File: src/core/afb_note_end.sv
`timescale 1ns/1ns
`default_nettype none
`default_nettype wire

File: src/pkg/afb_pkg.sv
`default_nettype none
package afb_pkg;

  // widths of the flash bus, of the software port and of the timer count
  localparam int ADDR_W = 20;
  localparam int DATA_W = 16;
  localparam int REG_AW = 8;
  localparam int REG_DW = 32;
  localparam int CNT_W = 12;
  typedef logic [CNT_W-1:0] afb_cnt_t;

  // clock and synchroniser depth
  localparam int CLK_NS = 10;
  localparam int SYNC_STAGES = 2;

  // bus timing in ns, as printed
  localparam int T_AVQV_NS = 100;   // address to data
  localparam int T_ELQV_NS = 100;   // chip enable to data
  localparam int T_GHQZ_NS = 20;    // output enable high to bus released
  localparam int T_PHQV_NS = 600;   // reset high to valid data
  localparam int T_PHWL_NS = 1000;  // reset high to write strobe
  localparam int T_PLPH_NS = 100;   // reset pulse low
  localparam int T_PLR1_NS = 30000; // reset abort of a running operation
  localparam int T_ELWL_NS = 10;
  localparam int T_WLWH_NS = 50;
  localparam int T_WHEH_NS = 10;
  localparam int T_WHWL_NS = 30;
  localparam int T_WLEL_NS = 0;
  localparam int T_ELEH_NS = 65;
  localparam int T_EHWH_NS = 0;
  localparam int T_EHEL_NS = 25;
  localparam int T_WHR0_NS = 100;   // strobe high to ready bit low
  localparam int T_SHWH_NS = 100;   // protect and supply setup

  // least time to whole cycles, never below one
  function automatic int min_cyc(int ns);
    int c;
    c = (ns + CLK_NS - 1) / CLK_NS;
    return (c < 1) ? 1 : c;
  endfunction

  localparam afb_cnt_t C_ACC = CNT_W'(min_cyc(T_AVQV_NS > T_ELQV_NS ? T_AVQV_NS : T_ELQV_NS)
                                      + SYNC_STAGES);
  localparam afb_cnt_t C_GHQZ = CNT_W'(min_cyc(T_GHQZ_NS));
  localparam afb_cnt_t C_REC = CNT_W'(min_cyc(T_PHWL_NS > T_PHQV_NS ? T_PHWL_NS : T_PHQV_NS));
  localparam afb_cnt_t C_PLPH = CNT_W'(min_cyc(T_PLPH_NS));
  localparam afb_cnt_t C_PLR1 = CNT_W'(min_cyc(T_PLR1_NS));
  localparam afb_cnt_t C_ELWL = CNT_W'(min_cyc(T_ELWL_NS));
  localparam afb_cnt_t C_WLWH = CNT_W'(min_cyc(T_WLWH_NS));
  localparam afb_cnt_t C_WHEH = CNT_W'(min_cyc(T_WHEH_NS));
  localparam afb_cnt_t C_WHWL = CNT_W'(min_cyc(T_WHWL_NS));
  localparam afb_cnt_t C_WLEL = CNT_W'(min_cyc(T_WLEL_NS));
  localparam afb_cnt_t C_ELEH = CNT_W'(min_cyc(T_ELEH_NS));
  localparam afb_cnt_t C_EHWH = CNT_W'(min_cyc(T_EHWH_NS));
  localparam afb_cnt_t C_EHEL = CNT_W'(min_cyc(T_EHEL_NS));
  localparam afb_cnt_t C_WHR0 = CNT_W'(min_cyc(T_WHR0_NS));
  localparam afb_cnt_t C_SHWH = CNT_W'(min_cyc(T_SHWH_NS));

  // register offsets (byte addresses)
  localparam logic [REG_AW-1:0] REG_CTRL = 8'h00;
  localparam logic [REG_AW-1:0] REG_ADDR = 8'h04;
  localparam logic [REG_AW-1:0] REG_WDATA = 8'h08;
  localparam logic [REG_AW-1:0] REG_RDATA = 8'h0c;
  localparam logic [REG_AW-1:0] REG_STATUS = 8'h10;

  // control register fields
  localparam int CTRL_GO_WRITE = 0;
  localparam int CTRL_GO_READ = 1;
  localparam int CTRL_GO_POLL = 2;
  localparam int CTRL_GO_RESET = 3;
  localparam int CTRL_CE_TIMED = 8;
  localparam int CTRL_SUPPLY = 9;
  localparam int CTRL_WP_RELEASE = 10;
  localparam int CTRL_STARTS_OP = 11;

  // status register fields
  localparam int STAT_BUSY = 0;
  localparam int STAT_PENDING = 1;
  localparam int STAT_READY = 2;
  localparam int STAT_ERROR = 3;
  localparam int STAT_REJECTED = 4;

  // device status word bits
  localparam int SR_READY = 7;
  localparam logic [DATA_W-1:0] SR_ERR_MASK = 16'h003a;

  typedef enum logic [3:0] {
    ST_RST_LOW,
    ST_RST_REC,
    ST_IDLE,
    ST_W_SETUP,
    ST_W_STROBE,
    ST_W_HOLD,
    ST_W_GAP,
    ST_P_WAIT,
    ST_R_ACC,
    ST_R_REL
  } afb_state_e;

endpackage
`default_nettype wire

File: src/core/afb_timer.sv
`timescale 1ns/1ns
`default_nettype none
module afb_timer (
  // clock and reset
  input wire logic clk,
  input wire logic rst,
  // control
  input wire logic load,
  input wire afb_pkg::afb_cnt_t value,
  // status
  output logic done
);

  afb_pkg::afb_cnt_t cnt_r;
  afb_pkg::afb_cnt_t cnt_nxt;

  // count down to zero and rest there; a load restarts it
  always_comb begin
    cnt_nxt = cnt_r;
    if (load) begin
      cnt_nxt = value;
    end else if (cnt_r != '0) begin
      cnt_nxt = cnt_r - afb_pkg::afb_cnt_t'(1);
    end
  end

  always_ff @(posedge clk or posedge rst) begin
    if (rst) begin
      cnt_r <= '0;
    end else begin
      cnt_r <= cnt_nxt;
    end
  end

  // done looks at the count only, so the caller's load never loops back into it
  assign done = (cnt_r == '0);

endmodule // afb_timer
`default_nettype wire

File: src/core/afb_ctrl.sv
`timescale 1ns/1ns
`default_nettype none
module afb_ctrl (
  // clock and reset
  input wire logic clk,
  input wire logic rst,
  // software register port
  input wire logic [afb_pkg::REG_AW-1:0] reg_addr,
  input wire logic [afb_pkg::REG_DW-1:0] reg_wdata,
  input wire logic reg_wr,
  input wire logic reg_rd,
  output logic [afb_pkg::REG_DW-1:0] reg_rdata,
  // flash address and data
  output logic [afb_pkg::ADDR_W-1:0] flash_addr,
  input wire logic [afb_pkg::DATA_W-1:0] flash_dq_in,
  output logic [afb_pkg::DATA_W-1:0] flash_dq_out,
  output logic flash_dq_oe,
  // flash strobes and levels
  output logic flash_ce_n,
  output logic flash_oe_n,
  output logic flash_we_n,
  output logic reset_powerdown_n,
  output logic flash_wp_n,
  output logic program_supply_en
);

  // state and its next values
  afb_pkg::afb_state_e state_r, state_nxt;
  logic [afb_pkg::ADDR_W-1:0] addr_cfg_r, addr_cfg_nxt;
  logic [afb_pkg::DATA_W-1:0] wdata_cfg_r, wdata_cfg_nxt;
  logic [afb_pkg::DATA_W-1:0] rdata_r, rdata_nxt;
  logic [afb_pkg::REG_DW-1:0] reg_rdata_r, reg_rdata_nxt;
  logic ce_timed_r, ce_timed_nxt;
  logic supply_cfg_r, supply_cfg_nxt;
  logic wp_rel_r, wp_rel_nxt;
  logic starts_op_r, starts_op_nxt;
  logic poll_r, poll_nxt;
  logic pending_r, pending_nxt;
  logic ready_r, ready_nxt;
  logic error_r, error_nxt;
  logic rejected_r, rejected_nxt;
  logic [afb_pkg::ADDR_W-1:0] pin_addr_r, pin_addr_nxt;
  logic [afb_pkg::DATA_W-1:0] pin_dq_r, pin_dq_nxt;
  logic dq_oe_r, dq_oe_nxt;
  logic ce_n_r, ce_n_nxt;
  logic oe_n_r, oe_n_nxt;
  logic we_n_r, we_n_nxt;
  logic rp_n_r, rp_n_nxt;
  logic wp_n_r, wp_n_nxt;
  logic supply_r, supply_nxt;
  logic [3:0] settle_r, settle_nxt;
  logic boot_r, boot_nxt;

  // data pin synchroniser: stage one feeds only stage two
  logic [afb_pkg::DATA_W-1:0] dq_s1_r, dq_s2_r;

  // timer hookup
  logic tmr_load;
  afb_pkg::afb_cnt_t tmr_val;
  logic tmr_done;

  // decoded commands
  logic ctrl_wr, go_write, go_read, go_poll, go_reset, go_any;

  afb_timer u_timer (
    .clk(clk),
    .rst(rst),
    .load(tmr_load),
    .value(tmr_val),
    .done(tmr_done)
  );

  assign ctrl_wr = reg_wr && (reg_addr == afb_pkg::REG_CTRL);
  assign go_write = ctrl_wr && reg_wdata[afb_pkg::CTRL_GO_WRITE];
  assign go_read = ctrl_wr && reg_wdata[afb_pkg::CTRL_GO_READ];
  assign go_poll = ctrl_wr && reg_wdata[afb_pkg::CTRL_GO_POLL];
  assign go_reset = ctrl_wr && reg_wdata[afb_pkg::CTRL_GO_RESET];
  assign go_any = go_write || go_read || go_poll || go_reset;

  // two flops before anything looks at the data pins
  always_ff @(posedge clk or posedge rst) begin
    if (rst) begin
      dq_s1_r <= '0;
      dq_s2_r <= '0;
    end else begin
      dq_s1_r <= flash_dq_in;
      dq_s2_r <= dq_s1_r;
    end
  end

  // register port, command sequencer and pin drive
  always_comb begin
    state_nxt = state_r;
    addr_cfg_nxt = addr_cfg_r;
    wdata_cfg_nxt = wdata_cfg_r;
    rdata_nxt = rdata_r;
    reg_rdata_nxt = '0;
    ce_timed_nxt = ce_timed_r;
    supply_cfg_nxt = supply_cfg_r;
    wp_rel_nxt = wp_rel_r;
    starts_op_nxt = starts_op_r;
    poll_nxt = poll_r;
    pending_nxt = pending_r;
    ready_nxt = ready_r;
    error_nxt = error_r;
    rejected_nxt = rejected_r;
    pin_addr_nxt = pin_addr_r;
    pin_dq_nxt = pin_dq_r;
    dq_oe_nxt = dq_oe_r;
    ce_n_nxt = ce_n_r;
    oe_n_nxt = oe_n_r;
    we_n_nxt = we_n_r;
    rp_n_nxt = rp_n_r;
    settle_nxt = settle_r;
    boot_nxt = boot_r;
    tmr_load = 1'b0;
    tmr_val = '0;

    // software writes to configuration
    if (ctrl_wr) begin
      ce_timed_nxt = reg_wdata[afb_pkg::CTRL_CE_TIMED];
      supply_cfg_nxt = reg_wdata[afb_pkg::CTRL_SUPPLY];
      wp_rel_nxt = reg_wdata[afb_pkg::CTRL_WP_RELEASE];
    end else if (reg_wr && reg_addr == afb_pkg::REG_ADDR) begin
      addr_cfg_nxt = reg_wdata[afb_pkg::ADDR_W-1:0];
    end else if (reg_wr && reg_addr == afb_pkg::REG_WDATA) begin
      wdata_cfg_nxt = reg_wdata[afb_pkg::DATA_W-1:0];
    end else if (reg_wr && reg_addr == afb_pkg::REG_STATUS &&
                 reg_wdata[afb_pkg::STAT_REJECTED]) begin
      rejected_nxt = 1'b0;
    end

    // read data lands one cycle after the strobe; unmapped reads zero
    if (reg_rd) begin
      if (reg_addr == afb_pkg::REG_CTRL) begin
        reg_rdata_nxt[afb_pkg::CTRL_CE_TIMED] = ce_timed_r;
        reg_rdata_nxt[afb_pkg::CTRL_SUPPLY] = supply_cfg_r;
        reg_rdata_nxt[afb_pkg::CTRL_WP_RELEASE] = wp_rel_r;
      end else if (reg_addr == afb_pkg::REG_ADDR) begin
        reg_rdata_nxt[afb_pkg::ADDR_W-1:0] = addr_cfg_r;
      end else if (reg_addr == afb_pkg::REG_WDATA) begin
        reg_rdata_nxt[afb_pkg::DATA_W-1:0] = wdata_cfg_r;
      end else if (reg_addr == afb_pkg::REG_RDATA) begin
        reg_rdata_nxt[afb_pkg::DATA_W-1:0] = rdata_r;
      end else if (reg_addr == afb_pkg::REG_STATUS) begin
        reg_rdata_nxt[afb_pkg::STAT_BUSY] = (state_r != afb_pkg::ST_IDLE);
        reg_rdata_nxt[afb_pkg::STAT_PENDING] = pending_r;
        reg_rdata_nxt[afb_pkg::STAT_READY] = ready_r;
        reg_rdata_nxt[afb_pkg::STAT_ERROR] = error_r;
        reg_rdata_nxt[afb_pkg::STAT_REJECTED] = rejected_r;
      end
    end

    // a command outside idle is dropped and flagged; set beats clear
    if (go_any && state_r != afb_pkg::ST_IDLE) begin
      rejected_nxt = 1'b1;
    end

    case (state_r)
      afb_pkg::ST_RST_LOW: begin
        if (boot_r) begin
          // the timer reads zero after rst, so arm the pulse time first
          boot_nxt = 1'b0;
          tmr_load = 1'b1;
          tmr_val = afb_pkg::C_PLPH;
        end else if (tmr_done) begin
          rp_n_nxt = 1'b1;
          tmr_load = 1'b1;
          tmr_val = afb_pkg::C_REC;
          state_nxt = afb_pkg::ST_RST_REC;
        end
      end
      afb_pkg::ST_RST_REC: begin
        if (tmr_done) begin
          pending_nxt = 1'b0; // any running operation was aborted
          state_nxt = afb_pkg::ST_IDLE;
        end
      end
      afb_pkg::ST_IDLE: begin
        if (go_reset) begin
          rp_n_nxt = 1'b0;
          ce_n_nxt = 1'b1;
          oe_n_nxt = 1'b1;
          we_n_nxt = 1'b1;
          dq_oe_nxt = 1'b0;
          tmr_load = 1'b1;
          // long hold lets a running operation abort
          tmr_val = pending_r ? afb_pkg::C_PLR1 : afb_pkg::C_PLPH;
          state_nxt = afb_pkg::ST_RST_LOW;
        end else if (go_write && pending_r) begin
          rejected_nxt = 1'b1; // no new write while an operation runs; reads, polls and reset still start
        end else if (go_write) begin
          // address and data go out with the first strobe edge
          pin_addr_nxt = addr_cfg_r;
          pin_dq_nxt = wdata_cfg_r;
          dq_oe_nxt = 1'b1;
          starts_op_nxt = reg_wdata[afb_pkg::CTRL_STARTS_OP];
          tmr_load = 1'b1;
          if (reg_wdata[afb_pkg::CTRL_CE_TIMED]) begin
            we_n_nxt = 1'b0;
            tmr_val = afb_pkg::C_WLEL;
          end else begin
            ce_n_nxt = 1'b0;
            tmr_val = afb_pkg::C_ELWL;
          end
          state_nxt = afb_pkg::ST_W_SETUP;
        end else if (go_read || go_poll) begin
          // both strobes together keep access at its shortest
          pin_addr_nxt = addr_cfg_r;
          ce_n_nxt = 1'b0;
          oe_n_nxt = 1'b0;
          poll_nxt = go_poll;
          tmr_load = 1'b1;
          tmr_val = afb_pkg::C_ACC;
          state_nxt = afb_pkg::ST_R_ACC;
        end
      end
      afb_pkg::ST_W_SETUP: begin
        if (tmr_done && settle_r == 4'h0) begin
          tmr_load = 1'b1;
          if (ce_timed_r) begin
            ce_n_nxt = 1'b0;
            tmr_val = afb_pkg::C_ELEH;
          end else begin
            we_n_nxt = 1'b0;
            tmr_val = afb_pkg::C_WLWH;
          end
          state_nxt = afb_pkg::ST_W_STROBE;
        end
      end
      afb_pkg::ST_W_STROBE: begin
        // data stood since setup, well over 50 ns before this edge
        if (tmr_done) begin
          tmr_load = 1'b1;
          if (ce_timed_r) begin
            ce_n_nxt = 1'b1;
            tmr_val = afb_pkg::C_EHWH;
          end else begin
            we_n_nxt = 1'b1;
            tmr_val = afb_pkg::C_WHEH;
          end
          state_nxt = afb_pkg::ST_W_HOLD;
        end
      end
      afb_pkg::ST_W_HOLD: begin
        if (tmr_done) begin
          ce_n_nxt = 1'b1;
          we_n_nxt = 1'b1;
          dq_oe_nxt = 1'b0;
          tmr_load = 1'b1;
          tmr_val = ce_timed_r ? afb_pkg::C_EHEL : afb_pkg::C_WHWL;
          state_nxt = afb_pkg::ST_W_GAP;
        end
      end
      afb_pkg::ST_W_GAP: begin
        if (tmr_done) begin
          if (starts_op_r) begin
            // ready bit is stale until it has had time to drop
            pending_nxt = 1'b1;
            poll_nxt = 1'b1;
            tmr_load = 1'b1;
            tmr_val = afb_pkg::C_WHR0;
            state_nxt = afb_pkg::ST_P_WAIT;
          end else begin
            state_nxt = afb_pkg::ST_IDLE; // a read may start at once
          end
        end
      end
      afb_pkg::ST_P_WAIT: begin
        if (tmr_done) begin
          ce_n_nxt = 1'b0;
          oe_n_nxt = 1'b0;
          tmr_load = 1'b1;
          tmr_val = afb_pkg::C_ACC;
          state_nxt = afb_pkg::ST_R_ACC;
        end
      end
      afb_pkg::ST_R_ACC: begin
        if (tmr_done) begin
          rdata_nxt = dq_s2_r;
          if (poll_r) begin
            ready_nxt = dq_s2_r[afb_pkg::SR_READY];
            error_nxt = |(dq_s2_r & afb_pkg::SR_ERR_MASK);
          end
          ce_n_nxt = 1'b1;
          oe_n_nxt = 1'b1;
          tmr_load = 1'b1;
          tmr_val = afb_pkg::C_GHQZ;
          state_nxt = afb_pkg::ST_R_REL;
        end
      end
      afb_pkg::ST_R_REL: begin
        if (tmr_done) begin
          if (poll_r && !ready_r) begin
            // keep polling until the device reports ready
            ce_n_nxt = 1'b0;
            oe_n_nxt = 1'b0;
            tmr_load = 1'b1;
            tmr_val = afb_pkg::C_ACC;
            state_nxt = afb_pkg::ST_R_ACC;
          end else begin
            if (poll_r) begin
              pending_nxt = 1'b0;
            end
            poll_nxt = 1'b0;
            state_nxt = afb_pkg::ST_IDLE;
          end
        end
      end
      default: begin
        state_nxt = afb_pkg::ST_IDLE;
      end
    endcase

    wp_n_nxt = wp_rel_nxt;
    // supply stays up while an operation is outstanding
    supply_nxt = supply_cfg_nxt || pending_nxt;

    // protect and supply must settle before a strobe ends; done last to see this cycle's levels
    if (wp_n_nxt != wp_n_r || supply_nxt != supply_r) begin
      settle_nxt = 4'(afb_pkg::C_SHWH);
    end else if (settle_r != 4'h0) begin
      settle_nxt = settle_r - 4'h1;
    end
  end

  // power-up holds reset low for the pulse time after rst drops
  always_ff @(posedge clk or posedge rst) begin
    if (rst) begin
      state_r <= afb_pkg::ST_RST_LOW;
      addr_cfg_r <= '0;
      wdata_cfg_r <= '0;
      rdata_r <= '0;
      reg_rdata_r <= '0;
      ce_timed_r <= 1'b0;
      supply_cfg_r <= 1'b0;
      wp_rel_r <= 1'b0;
      starts_op_r <= 1'b0;
      poll_r <= 1'b0;
      pending_r <= 1'b0;
      ready_r <= 1'b0;
      error_r <= 1'b0;
      rejected_r <= 1'b0;
      pin_addr_r <= '0;
      pin_dq_r <= '0;
      dq_oe_r <= 1'b0;
      ce_n_r <= 1'b1;
      oe_n_r <= 1'b1;
      we_n_r <= 1'b1;
      rp_n_r <= 1'b0;
      wp_n_r <= 1'b0;
      supply_r <= 1'b0;
      settle_r <= 4'h0;
      boot_r <= 1'b1;
    end else begin
      state_r <= state_nxt;
      addr_cfg_r <= addr_cfg_nxt;
      wdata_cfg_r <= wdata_cfg_nxt;
      rdata_r <= rdata_nxt;
      reg_rdata_r <= reg_rdata_nxt;
      ce_timed_r <= ce_timed_nxt;
      supply_cfg_r <= supply_cfg_nxt;
      wp_rel_r <= wp_rel_nxt;
      starts_op_r <= starts_op_nxt;
      poll_r <= poll_nxt;
      pending_r <= pending_nxt;
      ready_r <= ready_nxt;
      error_r <= error_nxt;
      rejected_r <= rejected_nxt;
      pin_addr_r <= pin_addr_nxt;
      pin_dq_r <= pin_dq_nxt;
      dq_oe_r <= dq_oe_nxt;
      ce_n_r <= ce_n_nxt;
      oe_n_r <= oe_n_nxt;
      we_n_r <= we_n_nxt;
      rp_n_r <= rp_n_nxt;
      wp_n_r <= wp_n_nxt;
      supply_r <= supply_nxt;
      settle_r <= settle_nxt;
      boot_r <= boot_nxt;
    end
  end

  // every pin comes straight from a flop, so no glitches reach the flash
  assign reg_rdata = reg_rdata_r;
  assign flash_addr = pin_addr_r;
  assign flash_dq_out = pin_dq_r;
  assign flash_dq_oe = dq_oe_r;
  assign flash_ce_n = ce_n_r;
  assign flash_oe_n = oe_n_r;
  assign flash_we_n = we_n_r;
  assign reset_powerdown_n = rp_n_r;
  assign flash_wp_n = wp_n_r;
  assign program_supply_en = supply_r;

endmodule // afb_ctrl
`default_nettype wire

File: config.mk
export PLATFORM = sky130hd
export DESIGN_NAME = afb_ctrl
export DESIGN_NICKNAME = d
export VERILOG_FILES = /design/src/core/afb_note_end.sv /design/src/pkg/afb_pkg.sv /design/src/core/afb_timer.sv /design/src/core/afb_ctrl.sv
export SDC_FILE = /design/constraint.sdc
export NUM_CORES = 1
export LEC_CHECK = 0
export BUFFER_PORTS_ARGS = -buffer_cell sky130_fd_sc_hd__buf_4
export CORE_ASPECT_RATIO = 1.5
export CORE_MARGIN = 5
export CORE_UTILIZATION = 50
export CTS_BUF_LIST = sky130_fd_sc_hd__clkbuf_8
export DETAILED_ROUTE_END_ITERATION = 8
export PLACE_DENSITY = 0.71
export SYNTH_ARGS = -nofsm -noshare
export SYNTH_HDL_FRONTEND = slang
export SYNTH_SLANG_ARGS = --single-unit
File: constraint.sdc
create_clock -name clk -period 14.15 [get_ports clk]
set_input_delay 0.7075 -clock clk [delete_from_list [all_inputs] [get_ports clk]]
set_output_delay 0.7075 -clock clk [all_outputs]
set_load 0.01 [all_outputs]
==> impl_results.md <==
* CTS tree: done
* Total vias in the final route at 5278
* Register area share after synthesis at 57.4%
* Total die area at 18000 um^2
* Top FF cell, synth: dfrtp_1
* Num ports at 135
* Post-synth EDFFs at 0
* Worst slew pin tran at 1120 ps
* DRT Wirelength at 18.7 mm
* WP data required at 14480 ps
* Arr. time, crit path at 3350 ps
* Synth area leaders: dfrtp_1, mux2_2, nand2_1
* Synth warn at 0
* FF+latch count, synth at 176
* H-tree levels at 4
* Post-synthesis cell count at 617
* Type of origin of the critical path: input port
* CP Max Fanout at 20
* Post-synth top area share at 56.0%
* Max clock buf depth at 2
* Peak VDD IR at 0.0000745 V
* Number of nets in the layout at 783
* Gr usage total at 21.2%
* Met1 GRT Util at 25.4%
* Setup_tns at 0 ps
* Final number of max-transition violations at 0
* Hold-fix buffers at CTS at 0
* Final Hold Vio Count at 0
* Fin crit share at 21.3%
* Die H at 162 um
* Slew HR at 24.9%
* GRT busiest layer: met2
* First-pass GRT wire length at 30.0 mm
* Clk pin slew, worst setup/hold paths at 100 ps
* Drc violations at 0
* Mapped cell area at 7680 um^2
* Port bufs at 110
* Largest net degree at the start of global routing at 96
* Post-synthesis area per instance at 12.5 um^2
* Distinct cells, synth at 66
* Die width at 111 um
* Post-cts resize count at 0
* Fmax at 331 MHz
* M2 GR Usage at 37.2%
* # diodes at 0
* Area Overhead vs Synth at 16.9%
* DR vias/cell at 5.67
* Pwr dens at 104 nW/um^2
* Leakage at 4.34 nW
* Clock root buffer: clkbuf_8
* DRT iter0 DRCs at 341
* Post-CTS Setup Bufs at 0
* RSZ-0062 raised after global routing: false
* Row count at 55
* Share of cells above drive strength 1 at 37.6%
* Worst skew pair latency at 450 ps
* Core Region at 15100 um^2
* Final design utilization at 59.6%
* Endpoint class of the critical path: flop
* Drt pass-1 iters at 5
* Routed Antenna Nets at 0
* Routed len/inst at 20.1 um
* Status: finished, final reports clean
* Vias in the first global route at 5583
* DP Wirelength at 13.3 mm
* Clock Skews at 13.8 ps
* CTS buffer count at 17
* Hold crit path type: flop to flop
* Global route total overflow at 0
* Initial antenna violation count at 0
* Crit path kind: input port to flop
* Yosys top cell by area: dfrtp_1
* Asr flop ratio synth at 100%
* Max Cap Viol at 0
* Clk sinks at 176
* Met3 Use GR at 5.40%
* Commonest non-fill, non-tap cell in the layout: dfrtp_1
* Most frequent cells in the layout: dfrtp_1, buf_4, mux2_2, nand2_1, a21oi_1
* Initial Util at 51.0%
* Minimum clock period at 3020 ps
* Endpoints failing setup at 0
* Routability Congestion at 0.921
worst paths after layout:
kind | depth (start not counted) | endpoint | from | slack (ps)
setup / recovery | 6 | addr_cfg_r[6]$_DFFE_PP0P_ | reg_addr[7] | 11130
hold / removal | 0 | dq_s2_r[0]$_DFF_PP0_ | dq_s1_r[0]$_DFF_PP0_ | 350
setup reg to reg | 6 | flash_oe_n$_DFFE_PP1P_ | state_r[2]$_DFFE_PP0P_ | 11300
hold reg to reg | 0 | dq_s2_r[0]$_DFF_PP0_ | dq_s1_r[0]$_DFF_PP0_ | 350
max in group asynchronous | 3 | flash_addr[8]$_DFFE_PP0P_ | rst | 12090
min in group asynchronous | 2 | reg_rdata[16]$_DFF_PP0_ | rst | 400
logic make-up after synthesis:
kind of cell	Yosys count	synth area share, %
flops	176	57.4
simple gates	161	12.4
compound gates	112	9.97
mux	103	15.1
buf+inv	52	3.65
xor+xnor	9	1.03
fa+ha+maj	3	0.489
other cells	1	0.0488
worst max-delay path: stages:
cell,delay (ps)
buf_4,120
or4_4,560
nor3_2,210
and2_1,430
nand2_1,760
mux2_2,550
per-layer routing:
metal,part of all wire (%),vias up
li1,-,2412
met1,39,2666
met2,53,176
met3,6.3,24
met4,2.1,0
met5,0,-
cell usage after synthesis, types with 2 or more instances:
cell type  count
nor4_2         2
mux2_2       102
o211ai_1       4
a221o_1        2
a21boi_0       6
o2111ai_1      2
nand3b_1       5
nand3_1       10
a211oi_1       2
a311o_1        2
nand2b_1       8
nand4_1        7
nor4b_4        2
inv_1         10
and2_1         9
nor4_1         3
nor2b_1        6
dfrtp_1      172
a21oi_1       30
buf_4         17
xor2_1         6
nor3_1         9
and3_1         6
a221oi_1       2
a21o_1         5
o21ai_0       23
ha_1           3
o221ai_1       3
nor3b_1        3
nor3_2         2
clkbuf_1      12
or3b_2         2
xnor2_1        3
a22oi_1       11
a211o_1        2
a222oi_1       8
a31oi_1        2
and3b_1        2
nand2_1       45
o22ai_1        2
dfstp_2        4
nor2_1        27
buf_2         11
stage by stage:
stage | power [mW] | hold WS [ps] | cells | instance area (um^2) | setup slack, ps
after floorplan | 0.586 | 331 | 628 | 7720 | 8680
after global placement | 0.608 | 333 | 900 | 8600 | 10680
after detailed placement | 0.613 | 335 | 900 | 8600 | 10640
after CTS | 0.942 | 320 | 931 | 8980 | 11140
after global routing | 0.972 | 308 | 931 | 8980 | 11060
final | 0.934 | 349 | 931 | 8980 | 11130
final cells by class:
| class | instances | area [um^2] |
|---|---|---|
| inverter | 10 | 42.5 |
| timing repair buffer | 115 | 863 |
| tap | 199 | 249 |
| sequential | 176 | 4410 |
| clock inverter | 14 | 146 |
| multi-input combinational | 400 | 3040 |
| fill | 1218 | 6090 |
| clock buffer | 17 | 234 |
power by group:
group,total (mW),internal (mW),switching (mW)
Sequential,0.530,0.519,0.0107
Clock,0.332,0.130,0.201
Combinational,0.0723,0.0317,0.0406
Total,0.934,0.681,0.253
flip-flops by register name, indices dropped and copies added, names as in the netlist, 4 cells and up:
| signal | count |
|---|---|
| wdata_cfg_r | 16 |
| flash_addr | 20 |
| settle_r | 4 |
| state_r | 4 |
| dq_s2_r | 16 |
| dq_s1_r | 16 |
| rdata_r | 16 |
| flash_dq_out | 16 |
| u_timer.cnt_r | 12 |
| addr_cfg_r | 20 |
| reg_rdata | 20 |
Power figures use the tool's default switching activity.
